--- src/include/supply_monitor_pkg.sv ---
package supply_monitor_pkg;

  // Clock rate and release timing, times in their own units.
  localparam int CLK_PERIOD_NS     = 20;
  localparam int POR_DELAY_LOW_US  = 3000;
  localparam int POR_DELAY_MID_US  = 7000;
  localparam int POR_DELAY_HIGH_US = 15000;
  localparam int POR_DELAY_LOW_CYC  = (POR_DELAY_LOW_US * 1000 + CLK_PERIOD_NS - 1) / CLK_PERIOD_NS;
  localparam int POR_DELAY_MID_CYC  = (POR_DELAY_MID_US * 1000 + CLK_PERIOD_NS - 1) / CLK_PERIOD_NS;
  localparam int POR_DELAY_HIGH_CYC = (POR_DELAY_HIGH_US * 1000 + CLK_PERIOD_NS - 1) / CLK_PERIOD_NS;
  localparam int TIMER_W            = 20;
  localparam logic [TIMER_W-1:0] SYS_RST_HOLD_CYC = 20'h00004;

  // Register addresses on the special-function bus.
  localparam logic [7:0] SUPPLY_MON_CTRL_ADDR = 8'hff;
  localparam logic [7:0] RESET_CAUSE_ADDR     = 8'hef;
  localparam logic [7:0] POWER_UNIT_MODE_ADDR = 8'hb3;

  // Supply monitor control field positions.
  localparam int MON_ON_BIT       = 7;
  localparam int TRIP_STAT_BIT    = 6;
  localparam int SUP_OK_BIT       = 5;
  localparam int BAT_OK_BIT       = 4;
  localparam int SUP_IRQ_EN_BIT   = 3;
  localparam int BAT_IRQ_EN_BIT   = 2;
  // Reset cause and power unit field positions.
  localparam int FLASH_ERR_BIT    = 6;
  localparam int SOFT_RST_BIT     = 4;
  localparam int POR_FLAG_BIT     = 1;
  localparam int BAT_MON_DIS_BIT  = 5;

  // Reset values.
  localparam logic MON_ON_RST      = 1'b1;
  localparam logic SUP_IRQ_EN_RST  = 1'b1;
  localparam logic BAT_IRQ_EN_RST  = 1'b0;
  localparam logic [15:0] RESET_VECTOR = 16'h0000;

  // Battery level codes from the level comparator.
  localparam logic [1:0] BAT_LEVEL_LOW = 2'h0;
  localparam logic [1:0] BAT_LEVEL_MID = 2'h1;

  typedef enum logic [2:0] {
    ST_POR_HOLD  = 3'h0,
    ST_POR_DELAY = 3'h1,
    ST_RUN       = 3'h2,
    ST_SYS_RST   = 3'h3,
    ST_PF_HOLD   = 3'h4
  } seq_state_e;

endpackage

--- src/core/supply_monitor_reset_ctrl.sv ---
module supply_monitor_reset_ctrl
  import supply_monitor_pkg::*;
#(
  parameter logic       HAS_WARN_CTRL  = 1'b1,
  parameter logic [19:0] POR_DELAY_LOW  = 20'(POR_DELAY_LOW_CYC),
  parameter logic [19:0] POR_DELAY_MID  = 20'(POR_DELAY_MID_CYC),
  parameter logic [19:0] POR_DELAY_HIGH = 20'(POR_DELAY_HIGH_CYC)
) (
  input  logic        clk,
  input  logic        rst,
  input  logic        battery_above_por_async,
  input  logic [1:0]  battery_level_async,
  input  logic        supply_above_trip_async,
  input  logic        supply_early_ok_async,
  input  logic        battery_early_ok_async,
  input  logic        sleep_mode,
  input  logic        other_reset_req,
  input  logic        flash_op_req,
  input  logic [7:0]  sfr_addr,
  input  logic [7:0]  sfr_wdata,
  input  logic        sfr_wr,
  input  logic        sfr_rd,
  output logic [7:0]  sfr_rdata,
  output logic        core_reset,
  output logic        reset_pin_out,
  output logic        reset_pin_oe_n,
  output logic [15:0] fetch_vector,
  output logic        fetch_restart,
  output logic        battery_monitor_on,
  output logic        flash_op_grant,
  output logic        supply_warn_irq,
  output logic        battery_warn_irq
);

  seq_state_e   state_reg;
  seq_state_e   state_next;
  logic [5:0]   sync_vec;
  logic         bat_por_s;
  logic [1:0]   bat_level_s;
  logic         above_trip_s;
  logic         sup_ok_s;
  logic         bat_ok_s;
  logic         sup_ok_d_reg;
  logic         bat_ok_d_reg;
  logic         supply_monitor_on_reg;
  logic         monitor_select_reg;
  logic         supply_warn_irq_en_reg;
  logic         battery_warn_irq_en_reg;
  logic         battery_monitor_disable_reg;
  logic         por_flag_reg;
  logic         soft_flag_reg;
  logic         flash_err_flag_reg;
  logic         bat_low;
  logic         pf_trip;
  logic         soft_req;
  logic         flash_err_req;
  logic         any_other_rst;
  logic         sup_irq_en_eff;
  logic         bat_irq_en_eff;
  logic         timer_load;
  logic         timer_done;
  logic [TIMER_W-1:0] timer_value;

  // Release delay for the present rail level; longer for higher rails.
  function automatic logic [TIMER_W-1:0] por_delay_for(input logic [1:0] level);
    if (level == BAT_LEVEL_LOW) begin
      por_delay_for = POR_DELAY_LOW;
    end else if (level == BAT_LEVEL_MID) begin
      por_delay_for = POR_DELAY_MID;
    end else begin
      por_delay_for = POR_DELAY_HIGH;
    end
  endfunction

  // Every analog comparator output crosses into the clock domain here.
  level_sync #(.W(6)) u_sync (
    .clk      (clk),
    .rst      (rst),
    .async_in ({battery_above_por_async, battery_level_async, supply_above_trip_async,
                supply_early_ok_async, battery_early_ok_async}),
    .sync_out (sync_vec)
  );

  assign bat_por_s    = sync_vec[5];
  assign bat_level_s  = sync_vec[4:3];
  assign above_trip_s = sync_vec[2];
  assign sup_ok_s     = sync_vec[1];
  assign bat_ok_s     = sync_vec[0];

  // A disabled battery monitor cannot report a low rail.
  assign bat_low = !bat_por_s && !battery_monitor_disable_reg;
  // Sleep gates the trip path only; the enable and select bits stay untouched.
  assign pf_trip = supply_monitor_on_reg && monitor_select_reg && !sleep_mode && !above_trip_s;
  assign soft_req = sfr_wr && (sfr_addr == RESET_CAUSE_ADDR) && sfr_wdata[SOFT_RST_BIT];
  assign flash_err_req = flash_op_req && !supply_monitor_on_reg;
  assign any_other_rst = soft_req || flash_err_req || other_reset_req;
  // Variants without the enable bits behave as if they were fixed.
  assign sup_irq_en_eff = HAS_WARN_CTRL ? supply_warn_irq_en_reg : 1'b1;
  assign bat_irq_en_eff = HAS_WARN_CTRL ? battery_warn_irq_en_reg : 1'b0;

  // Sequencer next state; rail loss outranks the trip, which outranks other causes.
  always_comb begin
    state_next = state_reg;
    unique case (state_reg)
      ST_POR_HOLD: begin
        if (bat_por_s) begin
          state_next = ST_POR_DELAY;
        end
      end
      ST_POR_DELAY: begin
        if (!bat_por_s) begin
          state_next = ST_POR_HOLD;
        end else if (timer_done) begin
          state_next = ST_RUN;
        end
      end
      ST_RUN: begin
        if (bat_low) begin
          state_next = ST_POR_HOLD;
        end else if (pf_trip) begin
          state_next = ST_PF_HOLD;
        end else if (any_other_rst && battery_monitor_disable_reg) begin
          state_next = ST_POR_DELAY;
        end else if (any_other_rst) begin
          state_next = ST_SYS_RST;
        end
      end
      ST_SYS_RST: begin
        if (!bat_por_s) begin
          state_next = ST_POR_HOLD;
        end else if (timer_done) begin
          state_next = ST_RUN;
        end
      end
      ST_PF_HOLD: begin
        if (!bat_por_s) begin
          state_next = ST_POR_HOLD;
        end else if (above_trip_s) begin
          state_next = ST_RUN;
        end
      end
      default: begin
        state_next = ST_POR_HOLD;
      end
    endcase
  end

  // The timer is loaded on entry to either timed state.
  assign timer_load  = (state_next != state_reg) &&
                       ((state_next == ST_POR_DELAY) || (state_next == ST_SYS_RST));
  assign timer_value = (state_next == ST_POR_DELAY) ? por_delay_for(bat_level_s) : SYS_RST_HOLD_CYC;

  release_timer u_timer (
    .clk        (clk),
    .rst        (rst),
    .load       (timer_load),
    .load_value (timer_value),
    .done       (timer_done)
  );

  // Sequencer state.
  always_ff @(posedge clk or posedge rst) begin
    if (rst) begin
      state_reg <= ST_POR_HOLD;
    end else begin
      state_reg <= state_next;
    end
  end

  // Monitor enable and select are forced on at power-on or power-fail release; otherwise only software writes in run change them.
  always_ff @(posedge clk or posedge rst) begin
    if (rst) begin
      supply_monitor_on_reg <= MON_ON_RST;
      monitor_select_reg    <= 1'b1;
    end else if ((state_reg == ST_POR_DELAY || state_reg == ST_PF_HOLD) && state_next == ST_RUN) begin
      supply_monitor_on_reg <= 1'b1;
      monitor_select_reg    <= 1'b1;
    end else if (state_reg == ST_RUN && sfr_wr) begin
      if (sfr_addr == SUPPLY_MON_CTRL_ADDR) begin
        supply_monitor_on_reg <= sfr_wdata[MON_ON_BIT];
      end
      if (sfr_addr == RESET_CAUSE_ADDR) begin
        // Clearing the select bit here drops the trip path; software keeps it one.
        monitor_select_reg <= sfr_wdata[POR_FLAG_BIT];
      end
    end
  end

  // Interrupt enables are ordinary control bits, restored by every reset.
  always_ff @(posedge clk or posedge rst) begin
    if (rst) begin
      supply_warn_irq_en_reg  <= SUP_IRQ_EN_RST;
      battery_warn_irq_en_reg <= BAT_IRQ_EN_RST;
    end else if (state_reg != ST_RUN) begin
      supply_warn_irq_en_reg  <= SUP_IRQ_EN_RST;
      battery_warn_irq_en_reg <= BAT_IRQ_EN_RST;
    end else if (sfr_wr && sfr_addr == SUPPLY_MON_CTRL_ADDR) begin
      supply_warn_irq_en_reg  <= sfr_wdata[SUP_IRQ_EN_BIT];
      battery_warn_irq_en_reg <= sfr_wdata[BAT_IRQ_EN_BIT];
    end
  end

  // Battery monitor disable; any reset brings the monitor back.
  always_ff @(posedge clk or posedge rst) begin
    if (rst) begin
      battery_monitor_disable_reg <= 1'b0;
    end else if (state_reg != ST_RUN) begin
      battery_monitor_disable_reg <= 1'b0;
    end else if (sfr_wr && sfr_addr == POWER_UNIT_MODE_ADDR) begin
      battery_monitor_disable_reg <= sfr_wdata[BAT_MON_DIS_BIT];
    end
  end

  // Cause flags; a power-fail release reports itself as a power-on.
  always_ff @(posedge clk or posedge rst) begin
    if (rst) begin
      por_flag_reg       <= 1'b1;
      soft_flag_reg      <= 1'b0;
      flash_err_flag_reg <= 1'b0;
    end else if ((state_reg == ST_POR_DELAY || state_reg == ST_PF_HOLD) && state_next == ST_RUN) begin
      por_flag_reg       <= 1'b1;
      soft_flag_reg      <= 1'b0;
      flash_err_flag_reg <= 1'b0;
    end else if (state_reg == ST_RUN && state_next == ST_SYS_RST) begin
      por_flag_reg       <= 1'b0;
      soft_flag_reg      <= soft_req;
      flash_err_flag_reg <= flash_err_req && !soft_req;
    end
  end

  // Early-warning interrupts fire on the falling edge of the synced status.
  always_ff @(posedge clk or posedge rst) begin
    if (rst) begin
      sup_ok_d_reg     <= 1'b1;
      bat_ok_d_reg     <= 1'b1;
      supply_warn_irq  <= 1'b0;
      battery_warn_irq <= 1'b0;
    end else begin
      sup_ok_d_reg     <= sup_ok_s;
      bat_ok_d_reg     <= bat_ok_s;
      supply_warn_irq  <= sup_ok_d_reg && !sup_ok_s && sup_irq_en_eff && state_reg == ST_RUN;
      battery_warn_irq <= bat_ok_d_reg && !bat_ok_s && bat_irq_en_eff && state_reg == ST_RUN;
    end
  end

  // Pin and core reset follow the state one cycle later, straight from flops.
  always_ff @(posedge clk or posedge rst) begin
    if (rst) begin
      core_reset     <= 1'b1;
      reset_pin_out  <= 1'b0;
      reset_pin_oe_n <= 1'b0;
      fetch_vector   <= RESET_VECTOR;
      fetch_restart  <= 1'b0;
    end else begin
      core_reset     <= state_reg != ST_RUN;
      reset_pin_out  <= 1'b0;
      // Soft, flash and other resets leave the pin alone while the battery monitor is enabled.
      reset_pin_oe_n <= !(state_reg == ST_POR_HOLD || state_reg == ST_POR_DELAY || state_reg == ST_PF_HOLD);
      fetch_vector   <= RESET_VECTOR;
      fetch_restart  <= state_reg == ST_RUN && core_reset;
    end
  end

  // Flash operations pass only with the core monitor on.
  always_ff @(posedge clk or posedge rst) begin
    if (rst) begin
      flash_op_grant     <= 1'b0;
      battery_monitor_on <= 1'b1;
    end else begin
      flash_op_grant     <= flash_op_req && supply_monitor_on_reg && state_reg == ST_RUN;
      battery_monitor_on <= !battery_monitor_disable_reg;
    end
  end

  // Read port; data appears the cycle after the strobe, unmapped reads give zero.
  always_ff @(posedge clk or posedge rst) begin
    if (rst) begin
      sfr_rdata <= 8'h00;
    end else if (sfr_rd) begin
      unique case (sfr_addr)
        SUPPLY_MON_CTRL_ADDR: begin
          sfr_rdata <= {supply_monitor_on_reg, above_trip_s, sup_ok_s, bat_ok_s,
                        supply_warn_irq_en_reg, battery_warn_irq_en_reg, 2'b00};
        end
        RESET_CAUSE_ADDR: begin
          sfr_rdata <= {1'b0, flash_err_flag_reg, 1'b0, soft_flag_reg, 2'b00, por_flag_reg, 1'b0};
        end
        POWER_UNIT_MODE_ADDR: begin
          sfr_rdata <= {2'b00, battery_monitor_disable_reg, 5'h00};
        end
        default: begin
          sfr_rdata <= 8'h00;
        end
      endcase
    end
  end
endmodule

--- src/core/level_sync.sv ---
module level_sync #(
  parameter int W = 1
) (
  input  logic         clk,
  input  logic         rst,
  input  logic [W-1:0] async_in,
  output logic [W-1:0] sync_out
);

  logic [W-1:0] meta_reg;

  // Two stages; only the second stage is read by anything else.
  always_ff @(posedge clk or posedge rst) begin
    if (rst) begin
      meta_reg <= '0;
      sync_out <= '0;
    end else begin
      meta_reg <= async_in;
      sync_out <= meta_reg;
    end
  end

endmodule

--- src/core/release_timer.sv ---
module release_timer
  import supply_monitor_pkg::*;
(
  input  logic               clk,
  input  logic               rst,
  input  logic               load,
  input  logic [TIMER_W-1:0] load_value,
  output logic               done
);

  logic [TIMER_W-1:0] count_reg;

  // Loading N makes done rise N cycles later.
  always_ff @(posedge clk or posedge rst) begin
    if (rst) begin
      count_reg <= '0;
    end else if (load) begin
      count_reg <= load_value;
    end else if (count_reg != '0) begin
      count_reg <= count_reg - 1'b1;
    end
  end

  assign done = (count_reg == '0);

endmodule

--- config.mk ---
export PLATFORM = sky130hd
export DESIGN_NAME = supply_monitor_reset_ctrl
export DESIGN_NICKNAME = d
export VERILOG_FILES = /design/src/include/supply_monitor_pkg.sv /design/src/core/supply_monitor_reset_ctrl.sv /design/src/core/level_sync.sv /design/src/core/release_timer.sv
export SDC_FILE = /design/constraint.sdc
export NUM_CORES = 1
export LEC_CHECK = 0
export BUFFER_PORTS_ARGS = -buffer_cell sky130_fd_sc_hd__buf_2
export CELL_PAD_IN_SITES_DETAIL_PLACEMENT = 0
export CELL_PAD_IN_SITES_GLOBAL_PLACEMENT = 1
export CORE_ASPECT_RATIO = 0.6
export CORE_MARGIN = 2
export CORE_UTILIZATION = 42
export DETAILED_ROUTE_END_ITERATION = 7
export PLACE_DENSITY = 0.88
export SLEW_MARGIN = 10
export SYNTH_ARGS = -nofsm -noshare
export SYNTH_HDL_FRONTEND = slang
export SYNTH_SLANG_ARGS = --single-unit
--- constraint.sdc ---
create_clock -name clk -period 2.3 [get_ports clk]
set_input_delay 0.23 -clock clk [delete_from_list [all_inputs] [get_ports clk]]
set_output_delay 0.23 -clock clk [all_outputs]
set_load 0.02 [all_outputs]
==> qor.txt, run 1 <==
Die ar. = 7340 um^2
DR WL/cell = 14.0 um
Post-synthesis sequential area ratio = 53.2%
Cells after synthesis = 261
Area of placed instances = 3060 um^2
Hold Vio Cnt, Final = 0
RD Place Congestion = 0.777
Clock power frac = 41.5%
Commonest cells after routing, fill and taps aside = dfrtp_1, buf_2, nand2_1, conb_1, nor2_1
Startpoint types = register
Pre-CTS setup slack = 0.158 ns
Share of the synthesized area in the top cell type = 45.7%
Post-CTS Repair Setup Buffers = 0
Aggregate negative setup slack = 0 ns
CTS resizes = 0
Gr usage total = 17.9%
Hold endpoint = supply_monitor_on_reg
Final setup vio count = 0
Flop pwr share = 44.6%
ANT nets after route = 0
Final wirelength = 5740 um
Worst-Margin Slew = 0.734 ns
FF-to-FF setup slack = 0.21 ns
Mapped cell area = 2790 um^2
Final design instance area without fill = 3380 um^2
Layout cells sized above 1 = 26.2%
Worst R2R End = flash_err_flag_reg
# port buffers = 40
Final period utilization = 90.7%
Synth area leaders = dfrtp_1, dfstp_2, buf_4
PnR worst setup slack = 0.214 ns
Pwr Total = 2.84 mW
Gr ovfl total = 0
Worst R2R Path Depth = 5
Main synth FF type = dfrtp_1
Initial core utilization = 44.5%
R2r startpoint = u_timer.count_reg[8]
Min Tclk post-route = 2.09 ns
Clock Skew = 0.0109 ns
Sw Share = 26.2%
Hold Path Class = in -> reg
Die Width = 109 um
Leading area contributor after synthesis = dfrtp_1
Standard-cell row count = 22
Total number of H-tree levels = 3
Status = complete, no violations
Crit end category = register
Yosys warns = 0
CP required = 2.53 ns
Reg clk slew, reported paths = 0.07 ns
NetSw = 743 uW
Max_cap viols = 0
CTS tree = done
Die boundary height = 67.2 um
Synthesized area per cell = 10.7 um^2
RSZ-0062 raised after global routing = false
Peak supply drop = 0.381 mV
Initial DRC count = 135
Max-slew headroom = 50.9%
Via Count = 2064
Clk root buf = clkbuf_8
Largest net degree at the start of global routing = 33
CTS Buf Count = 9
Int Power = 2.10 mW
Crit path arrival time = 2.31 ns
Vias per inst = 5.05
Pwr Density = 840 nW/um^2
Hold WS = 0.122 ns
# fillers = 579
Antenna fix cells = 0
Most common cell after layout, fill and taps aside = dfrtp_1
Pins Over Slew Limit = 0
Core Box Area = 6280 um^2
Max Freq = 479 MHz
Initial antenna violation count = 0
Hold_sp = sfr_wdata[7]
Post-synth ARST share = 100%
I/O pins = 61
DR pass1 iterations = 4
Final layout net count = 351
Post-synth EDFFs = 0
CP max FO = 5
Half-perimeter wire length after placement = 4170 um
Distinct cells, synth = 58
Area growth from synthesis to layout = 21.0%
Setup CP Type = reg -> reg
Clk_lat worst skew = 0.34 ns
First-pass GRT wire length = 9600 um
DRC = 0
Static Leakage = 1.49 nW
Post-CTS Hold Buffers = 7
Synth Register Bits = 59
CTS sink cnt = 59
Hold Crit Depth = 3
Comb pwr share = 13.8%
Max FFs per register = 20
Clk buf depth = 2
Vias in the first global route = 1933
-- cell families (layout without fill, tap and decap cells) --
kind of cell | count (synthesis) | in the layout | synth area share [%]
flops | 59 | 59 | 53.2
fa+ha+maj | 2 | 2 | 0.896
mux | 3 | 3 | 1.07
simple gates | 94 | 94 | 20.0
compound gates | 47 | 47 | 11.0
xor+xnor | 19 | 19 | 5.96
buf+inv | 36 | 83 | 7.75
other cells | 1 | 18 | 0.134
-- worst max-delay path: stages (launching register included) --
cell and delay [ns]:
dfrtp_1 0.40, nor4_2 0.48, and4_1 0.35, a41oi_1 0.24, a21o_1 0.28, o221a_1 0.23
-- cell type report --
class / instances / area [um^2] / area share (%)
Clock buffer: 12 / 155 / 4.59
Clock inverter: 4 / 97.6 / 2.89
Inverter: 14 / 55.1 / 1.63
Multi-Input combinational cell: 183 / 1150 / 34.1
Sequential cell: 59 / 1490 / 44.0
Tap cell: 84 / 105 / 3.11
Timing Repair Buffer: 53 / 328 / 9.69
-- per-layer routing --
metal | wire length [um] | up-vias | GRT usage, %
li1 | - | 999 | -
met1 | 2950 | 992 | 27.7
met2 | 2240 | 69 | 22.4
met3 | 477 | 4 | 6.76
met4 | 62 | 0 | 6.17
met5 | 0 | - | 0
-- how the worst max path moves through the flow --
stage | start | endpoint | slack [ns]
2_1_floorplan | u_timer.count_reg[10] | flash_err_flag_reg | 0.44
3_3_place_gp | sfr_addr[4] | u_timer.count_reg[8] | 0.23
3_5_place_dp | sfr_addr[4] | u_timer.count_reg[13] | 0.16
4_1_cts | u_timer.count_reg[10] | flash_err_flag_reg | 0.26
5_1_grt | u_timer.count_reg[0] | u_timer.count_reg[13] | 0.08
6_report | u_timer.count_reg[8] | flash_err_flag_reg | 0.21
-- per-stage QoR --
step	instances	util, %
after CTS	409	53.9
final	409	53.9
after floorplan	278	-
after detailed placement	386	48.7
after global placement	386	48.7
after global routing	409	53.9
-- synthesized netlist by cell type, types with 5 or more instances --
cell type	instances
buf_4	19
a21oi_1	7
o21ai_0	13
xnor2_1	11
dfstp_2	8
nand2_1	18
dfrtp_1	51
xor2_1	8
inv_1	13
o21ai_1	6
nand3_1	14
nor3_1	8
nor4_1	5
nor2_1	17
-- power groups by stage --
stage / combinational [mW] / clock, mW / sequential, mW
after floorplan: 0.307 / 0 / 1.26
after global placement: 0.374 / 0 / 1.28
after detailed placement: 0.380 / 0 / 1.28
after CTS: 0.393 / 1.20 / 1.27
after global routing: 0.443 / 1.25 / 1.28
final: 0.393 / 1.18 / 1.27
Power figures use the tool's default switching activity.
==> run 2: changes to the inputs <==
--- a/config.mk
+++ b/config.mk
@@ -13,6 +13,7 @@
 export CORE_UTILIZATION = 42
 export DETAILED_ROUTE_END_ITERATION = 7
 export PLACE_DENSITY = 0.88
+export SETUP_SLACK_MARGIN = 0.3
 export SLEW_MARGIN = 10
 export SYNTH_ARGS = -nofsm -noshare
 export SYNTH_HDL_FRONTEND = slang
==> run 2 against run 1 <==
  * Global-route usage did not move
  * Register-to-register slack better by 0.13 ns
  * Via count increased by 1.7%
  * Worst hold slack got worse by 0.0047 ns
  * Non-clock buffer count up 1
  * Clock skew grew 0.0015 ns
  * Critical path depth unchanged
  * First-iteration DRC count up 1.5%
  * Sequential power about the same
  * Total power increased by 1.8%
  * Sequential share of layout area down 1.3 points
  * Sequential cell count stayed put
==> qor.txt, run 2 (synthesis gave the netlist of run 1 again) <==
Status = complete, no violations
Static Leakage = 1.52 nW
CP required = 2.53 ns
Comb pwr share = 14.6%
ANT nets after route = 0
Clock Skew = 0.0123 ns
Int Power = 2.11 mW
I/O pins = 61
FF-to-FF setup slack = 0.34 ns
Standard-cell row count = 22
Core Box Area = 6280 um^2
First-pass GRT wire length = 9610 um
Reg clk slew, reported paths = 0.07 ns
CTS tree = done
Crit end category = register
Via Count = 2099
RD Place Congestion = 0.777
PnR worst setup slack = 0.344 ns
Peak supply drop = 0.384 mV
# port buffers = 40
Largest net degree at the start of global routing = 33
Pwr Total = 2.89 mW
Max-slew headroom = 46.6%
CP delay by family, top = simple AND/OR/NAND/NOR gates
Half-perimeter wire length after placement = 4170 um
Worst-Margin Slew = 0.788 ns
Initial core utilization = 44.5%
Final period utilization = 85.0%
Vias in the first global route = 1938
CP max FO = 5
Pins Over Slew Limit = 0
Max FFs per register = 20
Setup CP Type = reg -> reg
Final setup vio count = 0
Gr ovfl total = 0
Hold_sp = sfr_wdata[7]
Antenna fix cells = 0
Startpoint types = register
Die ar. = 7340 um^2
Critical path's largest stage delay = 0.60 ns
DR pass1 iterations = 4
CTS sink cnt = 59
Initial DRC count = 137
Clk root buf = clkbuf_8
Min Tclk post-route = 1.96 ns
Clk_lat worst skew = 0.34 ns
Total number of H-tree levels = 3
Clk buf depth = 2
Flop pwr share = 44.4%
Hold Crit Depth = 3
Pwr Density = 828 nW/um^2
Hold Vio Cnt, Final = 0
Layout cells sized above 1 = 29.7%
Clock power frac = 41.0%
Aggregate negative setup slack = 0 ns
CTS Buf Count = 9
Crit path arrival time = 2.19 ns
Sw Share = 27.0%
Hold WS = 0.117 ns
Hold endpoint = supply_monitor_on_reg
WP buf/inv = 0
Most common cell after layout, fill and taps aside = dfrtp_1
Vias per inst = 5.11
Final Util = 55.6%
Commonest cells after routing, fill and taps aside = dfrtp_1, buf_2, conb_1, nor2_1, nand2_1
Slowest cell on crit path = or4_4
Final layout net count = 353
NetSw = 779 uW
Pre-CTS setup slack = 0.158 ns
Final wirelength = 6140 um
Max_cap viols = 0
Gr usage total = 17.9%
DRC = 0
RSZ-0062 raised after global routing = false
R2r startpoint = u_timer.count_reg[10]
Hold Path Class = in -> reg
Die boundary height = 67.2 um
DR WL/cell = 14.9 um
Max Freq = 511 MHz
Crit path cell chain = or4_4 > nor2_4 > a41oi_4 > a21o_1 > o221a_1
Area growth from synthesis to layout = 24.9%
Die Width = 109 um
Worst R2R End = flash_err_flag_reg
Initial antenna violation count = 0
Worst R2R Path Depth = 5
[run 2: layout make-up]
class | instances | area (um^2)
timing repair buffer | 54 | 335
clock buffer | 12 | 155
tap | 84 | 105
multi-input combinational | 184 | 1250
sequential | 59 | 1490
fill | 556 | 2790
clock inverter | 4 | 97.6
inverter | 14 | 55.1
[run 2: worst max-delay path by stage]
stage / startpoint / cells past startpoint / endpoint
4_1_cts: u_timer.count_reg[10] / 5 / flash_err_flag_reg
2_1_floorplan: u_timer.count_reg[10] / 5 / flash_err_flag_reg
3_5_place_dp: sfr_addr[4] / 6 / u_timer.count_reg[13]
6_report: u_timer.count_reg[10] / 5 / flash_err_flag_reg
5_1_grt: u_timer.count_reg[1] / 7 / u_timer.count_reg[3]
3_3_place_gp: sfr_addr[4] / 6 / u_timer.count_reg[8]
[run 2: per-layer routing]
layer	wire length [um]	vias to the layer above	part of all wire (%)	GRT usage [%]
met5	0	-	0	0
met4	69	0	1.1	6.17
met3	380	4	6.2	6.76
met2	2560	68	42	22.7
met1	3130	1015	51	27.4
li1	-	1012	-	-
[run 2: metrics by stage]
stage / area, um^2 / instances
floorplan: 2860 / 278
global placement: 3060 / 386
detailed placement: 3060 / 386
CTS: 3390 / 409
global route: 3490 / 411
finish: 3490 / 411
[run 2: tightest hold or removal path, delay by kind of cell]
kind	cells	cell delay [ns]
buffers and inverters	1	0.08
multiplexers	1	0.06
AND/OR/NAND/NOR	1	0.06
[run 2: power groups by stage]
| stage | clock [mW] | combinational [mW] | sequential, mW |
|---|---|---|---|
| 6_report | 1.18 | 0.423 | 1.28 |
| 5_1_grt | 1.25 | 0.474 | 1.30 |
| 3_5_place_dp | 0 | 0.380 | 1.28 |
| 4_1_cts | 1.20 | 0.394 | 1.27 |
| 2_1_floorplan | 0 | 0.307 | 1.26 |
| 3_3_place_gp | 0 | 0.374 | 1.28 |
[run 2: timing repair]
item | in CTS | in global routing
cloned | 0 | 1
gates resized for setup | 1 | 18
hold buffers | 7 | 0
endpoints found under the setup margin | 8 | 23
pin swaps | 0 | 4
endpoints found under the hold margin | 27 | 0
setup buffers | 0 | 1
